`src/hdl/mqrp_map.vh`:
```
`ifndef MQRP_MAP_VH
`define MQRP_MAP_VH

// read select bus fields
`define MQRP_QSEL_LSB      0
`define MQRP_QSEL_MSB      3
`define MQRP_NULLQ_BIT     4
`define MQRP_SECTOR_BIT    0
`define MQRP_DEV_LSB       5
`define MQRP_DEV_MSB       7

// widths and sizes
`define MQRP_DATA_W        18
`define MQRP_NUM_Q         16
`define MQRP_FLAG_W        8
`define MQRP_FIFO_DEPTH    4

// reset values
`define MQRP_QSEL_RST      5'h10
`define MQRP_SECTOR_RST    1'h0

`endif

```
`src/hdl/mqrp_fifo.v`:
```
`timescale 1ns/1ps
module mqrp_fifo #(
    parameter WIDTH = 18,
    parameter DEPTH = 4,
    parameter AW    = 2
) (
    // clock and reset
    input  wire             clk_i,
    input  wire             rst_n_i,
    input  wire             ce_i,
    // fill side
    input  wire             in_valid_i,
    output wire             in_ready_o,
    input  wire [WIDTH-1:0] in_data_i,
    // drain side
    output wire             out_valid_o,
    input  wire             out_ready_i,
    output reg  [WIDTH-1:0] out_data_o,
    // flush
    input  wire             flush_i
);

reg [WIDTH-1:0] mem_r [0:DEPTH-1];
reg [AW-1:0]    wp_r;
reg [AW-1:0]    rp_r;
reg [AW:0]      cnt_r;
reg             ov_r;
wire            push;
wire            pop;
wire [AW-1:0]   rp_nxt;

assign in_ready_o  = (cnt_r != DEPTH[AW:0]);
assign push        = in_valid_i && in_ready_o;
// registered head: ov_r says out_data_o holds the oldest word
assign out_valid_o = ov_r;
assign pop         = ov_r && out_ready_i;
assign rp_nxt      = rp_r + 1'b1;

always @(posedge clk_i) begin
    if (push && ce_i && !flush_i) begin
        mem_r[wp_r] <= in_data_i;
    end
end

always @(posedge clk_i) begin
    if (!rst_n_i) begin
        wp_r       <= {AW{1'b0}};
        rp_r       <= {AW{1'b0}};
        cnt_r      <= {(AW+1){1'b0}};
        ov_r       <= 1'b0;
        out_data_o <= {WIDTH{1'b0}};
    end else if (ce_i) begin
        if (flush_i) begin
            wp_r  <= {AW{1'b0}};
            rp_r  <= {AW{1'b0}};
            cnt_r <= {(AW+1){1'b0}};
            ov_r  <= 1'b0;
        end else begin
            if (push) begin
                wp_r <= wp_r + 1'b1;
            end
            cnt_r <= cnt_r + {{AW{1'b0}}, push} - {{AW{1'b0}}, pop};
            // load head register when empty or after a pop
            if (!ov_r || pop) begin
                if ((cnt_r - {{AW{1'b0}}, pop}) != {(AW+1){1'b0}}) begin
                    out_data_o <= pop ? mem_r[rp_nxt] : mem_r[rp_r];
                    ov_r       <= 1'b1;
                    rp_r       <= pop ? rp_nxt : rp_r;
                end else if (push) begin
                    out_data_o <= in_data_i;
                    ov_r       <= 1'b1;
                    rp_r       <= pop ? rp_nxt : rp_r;
                end else begin
                    ov_r <= 1'b0;
                    rp_r <= pop ? rp_nxt : rp_r;
                end
            end
        end
    end
end

endmodule // mqrp_fifo

```
`src/hdl/mqrp_read_port.v`:
```
// Operation
// first edge after a queue change still outputs a word of the old queue
// second edge after queue change shows the new queue's word, no enable
// strobed flag mode: select bus bit 0 picks the flag sector
// select bus top three bits name one of eight devices; match acts
// select bus bits four to two are ignored during sector capture
// sector taken on edge with flag strobe high; old word may go out
// a read advances only on an edge with active-low read enable low; here an empty or stale output also refills without it
// queue selection is taken whatever the read enable level
// polled flag cycling and direct sector choice need no read enable
// no normal traffic until config done output has gone low
// low four bits pick one of sixteen queues; bit four is null queue
// queue address captured on edge only while select strobe high
// host never raises both strobes together; select only on changes
// host raises select strobe only after config done is low
// non-matching device ignores selection and floats its flag bus
`timescale 1ns/1ps
`include "mqrp_map.vh"
module mqrp_read_port #(
    parameter DATA_W    = `MQRP_DATA_W,
    parameter NUM_Q     = `MQRP_NUM_Q,
    parameter FLAG_W    = `MQRP_FLAG_W,
    parameter DEPTH     = `MQRP_FIFO_DEPTH,
    parameter [2:0] DEV_ID = 3'h0
) (
    // clock and reset
    input  wire              clk_i,
    input  wire              rst_n_i,
    input  wire              ce_i,
    // configuration chain
    input  wire              config_chain_in_n_i,
    input  wire              prog_done_i,
    output reg               config_done_out_n_o,
    // mode
    input  wire              polled_mode_i,
    // host read port
    input  wire [7:0]        read_select_bus_i,
    input  wire              read_select_strobe_i,
    input  wire              flag_sector_strobe_i,
    input  wire              read_en_n_i,
    output reg  [DATA_W-1:0] data_o,
    output reg               data_valid_o,
    output reg  [3:0]        cur_queue_o,
    output reg               null_queue_o,
    // memory side: queue words
    input  wire [DATA_W-1:0] mem_data_i,
    input  wire              mem_valid_i,
    output wire              mem_ready_o,
    output wire [3:0]        mem_queue_o,
    input  wire [NUM_Q-1:0]  queue_almost_empty_n_i,
    // flag bus
    output reg  [FLAG_W-1:0] almost_empty_flag_bus_o,
    output reg               almost_empty_flag_oe_o
);

// ************************************************
// helpers
// ************************************************
function dev_match;
    input [7:0] bus;
    begin
        dev_match = (bus[`MQRP_DEV_MSB:`MQRP_DEV_LSB] == DEV_ID);
    end
endfunction

function [FLAG_W-1:0] sector_flags;
    input [NUM_Q-1:0] fl;
    input             sec;
    begin
        sector_flags = sec ? fl[2*FLAG_W-1:FLAG_W] : fl[FLAG_W-1:0];
    end
endfunction

// ************************************************
// state
// ************************************************
localparam ST_IDLE = 2'h0;
localparam ST_OLD  = 2'h1;
localparam ST_NEW  = 2'h2;

reg  [1:0]        st_r;
reg  [1:0]        st_nxt;
reg  [4:0]        qsel_r;
reg               sector_r;
reg               sel_dev_r;
reg               poll_r;
wire              ready;
wire              qsel_hit;
wire              sec_hit;
wire              fifo_valid;
wire              fifo_in_valid;
wire              fifo_in_ready;
wire              stale;
wire [DATA_W-1:0] fifo_data;
wire              flush;
wire              take;

// ************************************************
// configuration done
// ************************************************
// gate on done
assign ready = ~config_done_out_n_o;

always @(posedge clk_i) begin
    if (!rst_n_i) begin
        config_done_out_n_o <= 1'b1;
    end else if (ce_i) begin
        config_done_out_n_o <= ~(prog_done_i & ~config_chain_in_n_i);
    end
end

// ************************************************
// selection capture
// ************************************************
// enable-independent select
// strobe-qualified capture
// ignore before ready
assign qsel_hit = ready && read_select_strobe_i && !flag_sector_strobe_i
                  && dev_match(read_select_bus_i);
// device match
// bits 4:2 unused
// both strobes: neither taken
assign sec_hit  = ready && flag_sector_strobe_i && !read_select_strobe_i
                  && !polled_mode_i;

always @(posedge clk_i) begin
    if (!rst_n_i) begin
        qsel_r    <= `MQRP_QSEL_RST;
        sector_r  <= `MQRP_SECTOR_RST;
        sel_dev_r <= 1'b0;
        poll_r    <= 1'b0;
    end else if (ce_i) begin
        // queue plus null bit
        if (qsel_hit) begin
            qsel_r <= read_select_bus_i[`MQRP_NULLQ_BIT:`MQRP_QSEL_LSB];
        end
        // sector capture edge
        if (sec_hit) begin
            sel_dev_r <= dev_match(read_select_bus_i);
        end
        // bit 0 picks sector
        // only matching device acts
        if (sec_hit && dev_match(read_select_bus_i)) begin
            sector_r <= read_select_bus_i[`MQRP_SECTOR_BIT];
        end
        // polled cycling, no enable
        if (polled_mode_i && ready) begin
            poll_r <= ~poll_r;
        end
    end
end

// ************************************************
// fall-through sequencing
// ************************************************
always @* begin
    st_nxt = st_r;
    case (st_r)
        ST_IDLE: begin
            if (qsel_hit) begin
                st_nxt = ST_OLD;
            end
        end
        ST_OLD: begin
            st_nxt = qsel_hit ? ST_OLD : ST_NEW;
        end
        ST_NEW: begin
            st_nxt = qsel_hit ? ST_OLD : ST_IDLE;
        end
        default: begin
            st_nxt = ST_IDLE;
        end
    endcase
end

always @(posedge clk_i) begin
    if (!rst_n_i) begin
        st_r <= ST_IDLE;
    end else if (ce_i) begin
        st_r <= st_nxt;
    end
end

// prefetch holds only the current queue; dropped on the select edge
// so the new queue's first word can reach data_o two edges later
assign flush         = qsel_hit;
assign mem_queue_o   = qsel_r[3:0];
// null queue fetches nothing
assign fifo_in_valid = mem_valid_i && !qsel_r[`MQRP_NULLQ_BIT] && ready;
// never take a word from memory that the buffer would drop
assign mem_ready_o   = fifo_in_ready && !qsel_r[`MQRP_NULLQ_BIT] && ready &&
                       ce_i && !flush;

mqrp_fifo #(
    .WIDTH (DATA_W),
    .DEPTH (DEPTH),
    .AW    (2)
) mqrp_fifo_inst (
    .clk_i       (clk_i),
    .rst_n_i     (rst_n_i),
    .ce_i        (ce_i),
    .in_valid_i  (fifo_in_valid),
    .in_ready_o  (fifo_in_ready),
    .in_data_i   (mem_data_i),
    .out_valid_o (fifo_valid),
    .out_ready_i (take),
    .out_data_o  (fifo_data),
    .flush_i     (flush)
);

// advance on enable, or to refill an empty output
// new queue shown regardless of enable
// a shown word of the old queue is replaced as soon as a new one exists
assign stale = ({null_queue_o, cur_queue_o} != qsel_r);
assign take  = fifo_valid && !flush &&
               ((!read_en_n_i && ready) || (st_r == ST_NEW) ||
                stale || !data_valid_o);

always @(posedge clk_i) begin
    if (!rst_n_i) begin
        data_o       <= {DATA_W{1'b0}};
        data_valid_o <= 1'b0;
        cur_queue_o  <= 4'h0;
        null_queue_o <= 1'b1;
    end else if (ce_i) begin
        // old queue word on first edge
        if (qsel_hit && fifo_valid) begin
            data_o       <= fifo_data;
            data_valid_o <= 1'b1;
        end else if (take) begin
            data_o       <= fifo_data;
            data_valid_o <= 1'b1;
            cur_queue_o  <= qsel_r[3:0];
            null_queue_o <= qsel_r[`MQRP_NULLQ_BIT];
        end else if (stale && qsel_r[`MQRP_NULLQ_BIT] && st_r != ST_OLD) begin
            data_valid_o <= 1'b0;
            cur_queue_o  <= qsel_r[3:0];
            null_queue_o <= 1'b1;
        end else if (!read_en_n_i && ready) begin
            data_valid_o <= 1'b0;
        end
    end
end

// ************************************************
// almost-empty flag bus
// ************************************************
always @(posedge clk_i) begin
    if (!rst_n_i) begin
        almost_empty_flag_bus_o <= {FLAG_W{1'b1}};
        almost_empty_flag_oe_o  <= 1'b0;
    end else if (ce_i) begin
        if (polled_mode_i) begin
            almost_empty_flag_bus_o <=
                sector_flags(queue_almost_empty_n_i, poll_r);
            almost_empty_flag_oe_o  <= ready;
        end else begin
            almost_empty_flag_bus_o <=
                sector_flags(queue_almost_empty_n_i, sector_r);
            // float when not ours
            almost_empty_flag_oe_o  <= ready && sel_dev_r;
        end
    end
end

endmodule // mqrp_read_port

```
`config.mk`:
```
export PLATFORM = sky130hd
export DESIGN_NAME = mqrp_read_port
export DESIGN_NICKNAME = d
export VERILOG_FILES = /design/src/hdl/mqrp_fifo.v /design/src/hdl/mqrp_read_port.v
export VERILOG_INCLUDE_DIRS = /design/src /design/src/hdl
export SDC_FILE = /design/constraint.sdc
export NUM_CORES = 1
export LEC_CHECK = 0
export BUFFER_PORTS_ARGS = -buffer_cell sky130_fd_sc_hd__buf_4
export CAP_MARGIN = 40
export CORE_UTILIZATION = 30
export DETAILED_ROUTE_END_ITERATION = 8
export PLACE_DENSITY = 0.47
export SYNTH_ARGS = -nofsm -noshare
export SYNTH_HDL_FRONTEND = slang
export SYNTH_SLANG_ARGS = --single-unit
```
`constraint.sdc`:
```
create_clock -name clk_i -period 2.8 [get_ports clk_i]
set_input_delay 0.42 -clock clk_i [delete_from_list [all_inputs] [get_ports clk_i]]
set_output_delay 0.42 -clock clk_i [all_outputs]
set_load 0.005 [all_outputs]
```
==> results.json, run 1 <==
{
  "synth_area_sq_mm": 0.00650,
  "path_clk_slew_ns": 0.07,
  "final_cells": 866,
  "layout.nets": 636,
  "maxCapViolations": 0,
  "gp_congestion": 0.726,
  "grtUsageMet1_pct": 17.1,
  "critical_path_class": "reg2reg",
  "finalWirelength_um": 15000,
  "layout_commonest_cell": "buf_4",
  "cts_buffers": 17,
  "cts_setup_buffers": 0,
  "ys_seq_area_share_pct": 55.5,
  "critical_path_peak_fanout": 4,
  "crit_family": "adder cells",
  "drt_iter0_markers": 213,
  "avgRoutedWirePerCell_um": 17.3,
  "final_layout_size_suffix_gt1_share_pct": 36.4,
  "run_status": "finished clean",
  "holdBufCountCts": 0,
  "start_kind": "register",
  "synth-seq-cells": 144,
  "fin_worst_skew_ns": 0.00919,
  "crit_arrival_ns": 2.89,
  "tritoncts": "built",
  "ys_types": 43,
  "grt_pass1_vias": 4388,
  "finalHoldViolations": 0,
  "io_pins": 91,
  "core_sq_mm": 0.0212,
  "vdd_drop_max_mv": 0.498,
  "insertion_delay_ns": 0.42,
  "setup_viol": 0,
  "grt.overflow.total": 0,
  "cp-startpoint": "cur_queue_o[1]",
  "cts.sinks": 144,
  "use_met3_pct": 3.64,
  "maxSlewViolCount": 0,
  "vias": 4152,
  "start_util_pct": 30.7,
  "hold_path_class": "in2reg",
  "grt_usage_pct": 14.3,
  "die-area_sq_mm": 0.0222,
  "dr.pass1.iters": 4,
  "htreeDepth": 4,
  "grt_setup_unrepaired": "no",
  "antennaDiodeCount": 0,
  "fin_crit_ns": 2.57,
  "r2r_start": "cur_queue_o[1]",
  "die_w_um": 149,
  "drc": 0,
  "multi_input_area_sq_mm": 0.00272,
  "via_per_inst": 4.79,
  "cts_resized": 0,
  "crit_top_cell": "xor2_1",
  "tightest_slew_ns": 0.591,
  "grt_max_degree": 54,
  "grt_most_used_layer": "met2",
  "ant_nets": 0,
  "max_clock_freq_mhz": 389,
  "fin_tns_setup_ns": 0,
  "syn_inst": 468,
  "p_per_area_mw_per_mm2": 786,
  "synth.net_count": 526,
  "grt_pass1_wl_um": 23800,
  "power.leakage_nw": 3.12,
  "ys_warn_count": 0,
  "period_share_pct": 91.8,
  "worstHoldStart": "mem_data_i[3]",
  "grt.met2_usage_pct": 25.1,
  "crit_chain": "xor2_1 > nor4_4 > a311oi_4 > xor2_1 > ha_1 > inv_1 > fa_1 > xnor2_1 > a21oi_1 > nor2b_1 > o21a_1",
  "ys.flop_type": "edfxtp_1",
  "dieHeight_um": 149,
  "maxSlewHeadroom_pct": 60.4,
  "root_buffer": "clkbuf_16",
  "async_flop_share_pct": 0,
  "syn_to_final_growth_pct": 26.9,
  "fillers": 2025,
  "syn_avg_cell_area_sq_um": 13.9,
  "crit_slowest_cell": "nor4_4",
  "clock_path_buffers": 2,
  "synth-edff-count": 72,
  "slowest_delay_ns": 0.45,
  "dp.cells": 834,
  "critical_path_buf_inv_count": 1,
  "cp.required_ns": 3.12,
  "cp-end-kind": "register",
  "dpl.hpwl_um": 10200,
  "mostFrequentLayoutCells": "119 x buf_4, 72 x dfxtp_1, 72 x edfxtp_1, 54 x mux2i_1, 36 x mux4_2",
  "port_buffers": 90,
  "utilization_pct": 39.0,
  "row_count": 53,
  "antenna_found_initial": 0,
  "seq_area_sq_mm": 0.00360
}
-- sequential cells by signal, summed over array words and instances, names as in the netlist, named ones only --
name                        cells
mqrp_fifo_inst.cnt_r            3
mqrp_fifo_inst.mem_r           72
sel_dev_r                       1
mqrp_fifo_inst.out_data_o      18
data_o                         18
st_r                            2
mqrp_fifo_inst.wp_r             2
null_queue_o                    1
mqrp_fifo_inst.out_valid_o      1
data_valid_o                    1
mqrp_fifo_inst.rp_r             2
qsel_r                          5
poll_r                          1
almost_empty_flag_bus_o         8
config_done_out_n_o             1
sector_r                        1
almost_empty_flag_oe_o          1
cur_queue_o                     4
-- report_power, final --
part / switching (mW) / internal, mW / leakage (nW)
registers: 0.0976 / 2.35 / 1.23
clock network: 0.918 / 1.37 / 0.302
logic: 0.841 / 0.906 / 1.59
-- synthesized netlist by cell type (2+ instances only) --
| cell | count | area [sq um] |
|---|---|---|
| dfxtp_1 | 72 | 1440 |
| edfxtp_1 | 72 | 2160 |
| mux2i_1 | 55 | 551 |
| mux4_2 | 36 | 811 |
| nor2b_1 | 35 | 219 |
| nand2_1 | 32 | 120 |
| mux2_2 | 18 | 203 |
| o2bb2ai_1 | 18 | 158 |
| o21ai_0 | 15 | 75.1 |
| clkbuf_1 | 14 | 52.6 |
| a21boi_0 | 9 | 67.6 |
| nand3_1 | 9 | 45.0 |
| nor2_1 | 8 | 30.0 |
| a21oi_1 | 6 | 30.0 |
| buf_4 | 6 | 45.0 |
| inv_1 | 6 | 22.5 |
| and2_1 | 5 | 31.3 |
| buf_1 | 5 | 18.8 |
| buf_2 | 5 | 25.0 |
| ha_1 | 5 | 62.6 |
| nor3_1 | 5 | 25.0 |
| xor2_1 | 5 | 43.8 |
| a22oi_1 | 3 | 22.5 |
| xnor2_1 | 3 | 26.3 |
| and3_1 | 2 | 12.5 |
| o21ai_1 | 2 | 10.0 |
-- layer usage --
layer	part of all wire, %	wire, um
met4	1.2	178
met5	0	0
met3	5.0	749
met1	43	6530
met2	50	7550
-- kinds of logic (layout without fill, tap and decap cells) --
| group | Yosys count | after routing | share of synthesized area, % |
|---|---|---|---|
| AO/OA/AOI/OAI | 60 | 60 | 6.90 |
| XOR/XNOR | 8 | 8 | 1.08 |
| adder cells (fa/ha/maj) | 6 | 6 | 1.27 |
| buffers and inverters | 38 | 161 | 2.75 |
| flip-flops | 144 | 144 | 55.5 |
| multiplexers | 109 | 109 | 24.1 |
| AND/OR/NAND/NOR | 103 | 103 | 8.46 |
-- final timing paths --
check,endpoint,slack (ns),cells after the start
worst max-delay path,mqrp_fifo_inst.cnt_r[2],0.23,11
worst max register to register,mqrp_fifo_inst.cnt_r[2],0.23,11
worst min register to register,mqrp_fifo_inst.out_data_o[3],0.47,1
worst min-delay path,mqrp_fifo_inst.mem_r[1][3],0.21,1
-- area by class of cell --
class,count,share of cell area [%]
Tap cell,275,4.17
Clock inverter,11,1.40
Multi-Input combinational cell,286,33.0
Sequential cell,144,43.7
Inverter,7,0.319
Clock buffer,21,5.96
Timing Repair Buffer,122,11.5
-- per-stage QoR --
| step | hold slack [ns] | setup slack (ns) | instance area [sq um] | total power [mW] |
|---|---|---|---|---|
| after detailed placement | 0.447 | 0.160 | 7640 | 4.28 |
| after global routing | 0.197 | 0.0309 | 8250 | 6.80 |
| final | 0.212 | 0.231 | 8250 | 6.48 |
| after global placement | 0.446 | 0.221 | 7630 | 4.27 |
| after floorplan | 0.432 | 0.0254 | 6500 | 3.63 |
| after CTS | 0.194 | 0.208 | 8250 | 6.60 |
(Power assumes the default switching activity.)
==> inputs of run 2 (changes only) <==
- CORE_MARGIN: unset -> 8
==> run 2 against run 1 <==
Against the previous run: core utilization is 0.69 points lower; sequential power about the same; clock skew up 0.0014 ns; maximum frequency increased by 2.9%; clock-buffer cell count down 2; combinational power decreased by 3%; register-to-register slack gained 0.07 ns; routed wire length increased by 9.9%; sequential share of layout area hardly changed; worst hold slack better by 0.0021 ns; total power increased by 0.30%; largest cell class unchanged.
==> results.json, run 2 (synthesis gave the netlist of run 1 again) <==
{
  "run_status": "finished clean",
  "crit_top_cell": "nor2b_1",
  "antenna_found_initial": 0,
  "grt_pass1_vias": 4585,
  "core_sq_mm": 0.0216,
  "maxCapViolations": 0,
  "route.met2.wl_um": 8000,
  "final_cells": 872,
  "start_util_pct": 30.1,
  "p_seq_share_pct": 37.7,
  "hold_end": "mqrp_fifo_inst.mem_r[2][1]",
  "grt_usage_pct": 12.9,
  "tritoncts": "built",
  "tightest_slew_ns": 0.614,
  "cp-end-kind": "register",
  "slowest_delay_ns": 0.43,
  "cts_buffers": 17,
  "row_count": 54,
  "drt_iter0_markers": 204,
  "fin_worst_skew_ns": 0.0106,
  "layout_commonest_cell": "buf_4",
  "worstHoldStart": "mem_data_i[1]",
  "gp_congestion": 0.724,
  "vdd_drop_max_mv": 0.460,
  "fin_crit_ns": 2.50,
  "cts_setup_buffers": 0,
  "crit_chain": "xor2_1 > nor4_4 > a311oi_4 > buf_4 > nor2b_1 > fa_1 > xnor2_1 > a21oi_1 > nor2b_1 > o21a_1",
  "swShare_pct": 28.4,
  "critical_path_peak_fanout": 5,
  "max_clock_freq_mhz": 400,
  "crit_family": "simple AND/OR/NAND/NOR gates",
  "drt-met1-wl_um": 7510,
  "p_int_mw": 4.65,
  "grt_max_degree": 54,
  "topRoutingLayerUsed": "met4",
  "antennaDiodeCount": 0,
  "dr.pass1.iters": 4,
  "maxSlewHeadroom_pct": 58.8,
  "postPlaceCellArea_sq_mm": 0.00764,
  "avgRoutedWirePerCell_um": 18.9,
  "dp.cells": 840,
  "fin_tns_setup_ns": 0,
  "hold_path_class": "in2reg",
  "met3_length_um": 845,
  "crit_slowest_cell": "fa_1",
  "layout.nets": 637,
  "start_kind": "register",
  "via_per_inst": 4.81,
  "worst_hold_slack_ns": 0.214,
  "dieHeight_um": 163,
  "grt_setup_unrepaired": "no",
  "setup_viol": 0,
  "cp.required_ns": 3.11,
  "io_pins": 91,
  "cp-startpoint": "cur_queue_o[1]",
  "root_buffer": "clkbuf_16",
  "vias": 4197,
  "grt_pass1_wl_um": 26300,
  "crit_arrival_ns": 2.80,
  "clock_path_buffers": 2,
  "final_layout_size_suffix_gt1_share_pct": 35.8,
  "port_buffers": 90,
  "reg2reg_slack_ns": 0.30,
  "maxSlewViolCount": 0,
  "grt.overflow.total": 0,
  "reg_top3": "mqrp_fifo_inst.mem_r (72), data_o (18), mqrp_fifo_inst.out_data_o (18)",
  "cts_resized": 0,
  "largest_register_ffs": 72,
  "fin_ws_ns": 0.303,
  "dpl.hpwl_um": 11200,
  "holdBufCountCts": 0,
  "cts.sinks": 144,
  "holdPathStages": 1,
  "finalHoldViolations": 0,
  "path_clk_slew_ns": 0.06,
  "rr_worst_depth": 10,
  "mostFrequentLayoutCells": "121 x buf_4, 72 x dfxtp_1, 72 x edfxtp_1, 54 x mux2i_1, 36 x mux4_2",
  "pwr-share-comb_pct": 26.0,
  "critical_path_buf_inv_count": 1,
  "syn_to_final_growth_pct": 27.1,
  "switchingPower_mw": 1.85,
  "clockPowerShare_pct": 36.2,
  "critical_path_class": "reg2reg",
  "post-place-ws_ns": 0.152,
  "p_per_area_mw_per_mm2": 788,
  "r2r_start": "cur_queue_o[1]",
  "rr_endpoint": "mqrp_fifo_inst.cnt_r[2]",
  "largest_register": "mqrp_fifo_inst.mem_r",
  "drc": 0,
  "insertion_delay_ns": 0.42,
  "die_w_um": 163,
  "period_share_pct": 89.2,
  "htreeDepth": 4,
  "fillers": 2034,
  "finalInstanceArea_sq_mm": 0.00825,
  "die-area_sq_mm": 0.0266,
  "finalWirelength_um": 16500,
  "ant_nets": 0,
  "power.leakage_nw": 3.11
}
-- run 2: metrics by stage --
step / utilization [%] / total power, mW
6_report: 38.3 / 6.50
5_1_grt: 38.3 / 6.81
4_1_cts: 38.3 / 6.60
3_5_place_dp: 35.5 / 4.22
3_3_place_gp: 35.4 / 4.21
2_1_floorplan: - / 3.63
-- run 2: worst max path at each step --
stage	end	slack [ns]	depth (start not counted)
finish	mqrp_fifo_inst.cnt_r[2]	0.30	10
global route	mqrp_fifo_inst.cnt_r[2]	0.07	11
CTS	mqrp_fifo_inst.cnt_r[2]	0.29	11
detailed placement	mqrp_fifo_inst.cnt_r[2]	0.15	12
global placement	mqrp_fifo_inst.out_data_o[3]	0.16	8
floorplan	mqrp_fifo_inst.cnt_r[2]	0.03	12
-- run 2: area by class of cell --
type / count / area (sq um) / area share, %
flip-flops and latches: 144 / 3600 / 43.7
well taps: 280 / 350 / 4.24
clock buffers: 19 / 454 / 5.50
multi-input cells: 286 / 2720 / 33.0
clock inverters: 13 / 159 / 1.93
repair buffers: 123 / 940 / 11.4
inverters: 7 / 26.3 / 0.318
-- run 2: power by group through the flow --
stage / registers, mW / clock network (mW) / logic [mW]
3_5_place_dp: 2.50 / 0 / 1.73
4_1_cts: 2.45 / 2.42 / 1.73
5_1_grt: 2.47 / 2.51 / 1.83
2_1_floorplan: 2.46 / 0 / 1.17
6_report: 2.45 / 2.35 / 1.69
3_3_place_gp: 2.50 / 0 / 1.71
-- run 2: metal layers --
layer  track usage, %  vias to the layer above
li1                 -                     1992
met1             16.0                     2083
met2             21.1                      110
met3             4.13                       12
met4             3.59                        0
met5                0                        -
==> inputs of run 3 (changes only) <==
- CORE_ASPECT_RATIO: unset -> 1.5
==> run 3 against run 2 <==
Against the previous run: worst hold slack improved by 0.0050 ns; largest power group unchanged; core utilization decreased by 0.55 points; routed wire length decreased by 2.6%; critical path depth increased by 1; clock power decreased by 9.4%.
==> results.json, run 3 (synthesis gave the netlist of run 1 again) <==
{
  "run_status": "finished clean",
  "insertion_delay_ns": 0.41,
  "setup_viol": 0,
  "holdBufCountCts": 0,
  "ant_nets": 0,
  "postPlaceCellArea_sq_mm": 0.00754,
  "grt_usage_pct": 12.8,
  "path_clk_slew_ns": 0.06,
  "syn_to_final_growth_pct": 24.8,
  "fin_worst_skew_ns": 0.00894,
  "drc": 0,
  "fin_crit_ns": 2.54,
  "grt_setup_unrepaired": "no",
  "p_per_area_mw_per_mm2": 765,
  "maxSlewViolCount": 0,
  "core_sq_mm": 0.0215,
  "reg_top3": "mqrp_fifo_inst.mem_r (72), data_o (18), mqrp_fifo_inst.out_data_o (18)",
  "layout.nets": 624,
  "avgRoutedWirePerCell_um": 18.9,
  "fillers": 2085,
  "vdd_drop_max_mv": 0.308,
  "reg2reg_slack_ns": 0.26,
  "power_mw": 6.20,
  "cts_resized": 0,
  "final_cells": 851,
  "drt_iter0_markers": 161,
  "port_buffers": 90,
  "die_w_um": 136,
  "start_kind": "register",
  "max_clock_freq_mhz": 393,
  "vias": 4130,
  "cts.sinks": 144,
  "crit_top_cell": "xor2_1",
  "tritoncts": "built",
  "tightest_slew_ns": 0.576,
  "layout_commonest_cell": "buf_4",
  "grt_max_degree": 55,
  "finalHoldViolations": 0,
  "gp_congestion": 0.692,
  "utilization_pct": 37.8,
  "mostFrequentLayoutCells": "108 x buf_4, 72 x dfxtp_1, 72 x edfxtp_1, 54 x mux2i_1, 36 x mux4_2",
  "fin_tns_setup_ns": 0,
  "dp.cells": 819,
  "fin_ws_ns": 0.256,
  "grt.overflow.total": 0,
  "finalWirelength_um": 16100,
  "grt_pass1_wl_um": 26200,
  "post-place-ws_ns": 0.146,
  "crit_slowest_cell": "nor4_4",
  "largest_register": "mqrp_fifo_inst.mem_r",
  "antennaDiodeCount": 0,
  "largest_register_ffs": 72,
  "htreeDepth": 4,
  "dpl.hpwl_um": 11000,
  "crit_arrival_ns": 2.85,
  "worst_hold_slack_ns": 0.219,
  "cp-end-kind": "register",
  "root_buffer": "clkbuf_16",
  "row_count": 66,
  "start_util_pct": 30.3,
  "final_layout_size_suffix_gt1_share_pct": 34.7,
  "period_share_pct": 90.9,
  "dieHeight_um": 196,
  "io_pins": 91,
  "grt_pass1_vias": 4699,
  "hold_path_class": "in2reg",
  "crit_chain": "xor2_1 > nor4_4 > a311oi_4 > xor2_1 > ha_1 > inv_1 > fa_1 > xnor2_1 > a21oi_1 > nor2b_1 > o21a_1",
  "clock_path_buffers": 2,
  "seq_area_sq_mm": 0.00360,
  "maxSlewHeadroom_pct": 61.3,
  "power.leakage_nw": 3.05,
  "die-area_sq_mm": 0.0267,
  "via_per_inst": 4.85,
  "maxCapViolations": 0,
  "cts_buffers": 17,
  "cts_setup_buffers": 0,
  "slowest_delay_ns": 0.43,
  "antenna_found_initial": 0,
  "cp.required_ns": 3.11,
  "critical_path_peak_fanout": 4,
  "multi_input_area_sq_mm": 0.00272,
  "finalInstanceArea_sq_mm": 0.00811,
  "dr.pass1.iters": 4,
  "critical_path_class": "reg2reg"
}
run 3: worst max-delay path: cells and delay by family, from the launching register on:
family / cells / cell delay, ns
flip-flops: 1 / 0.33
adder cells (fa/ha/maj): 2 / 0.56
AO/OA/AOI/OAI: 3 / 0.51
XOR/XNOR: 3 / 0.51
AND/OR/NAND/NOR: 2 / 0.49
buffers and inverters: 1 / 0.05
run 3: final cells by class:
type                       count  share of cell area [%]
timing repair buffer         110                    10.5
clock buffer                  23                    6.30
sequential                   144                    44.5
tap                          272                    4.20
clock inverter                 9                   0.648
inverter                       7                   0.324
multi-input combinational    286                    33.6
run 3: worst paths after layout:
path,from,endpoint,cells after the start
worst max-delay path,cur_queue_o[1],mqrp_fifo_inst.cnt_r[2],11
worst min-delay path,mem_data_i[10],mqrp_fifo_inst.mem_r[0][10],1
worst max register to register,cur_queue_o[1],mqrp_fifo_inst.cnt_r[2],11
worst min register to register,mqrp_fifo_inst.out_data_o[17],mqrp_fifo_inst.out_data_o[17],1
run 3: routing by layer:
metal / vias up / wire length [um] / track usage, %
li1: 1963 / - / -
met3: 11 / 634 / 3.17
met2: 83 / 8460 / 22.3
met4: 0 / 198 / 4.65
met1: 2073 / 6780 / 14.7
met5: - / 0 / 0
run 3: report_power, final:
group	switching (mW)	leakage (nW)	total, mW	internal [mW]
Sequential	0.0998	1.23	2.45	2.35
Clock	0.850	0.288	2.13	1.28
Combinational	0.810	1.53	1.62	0.812
Total	1.76	3.05	6.20	4.44
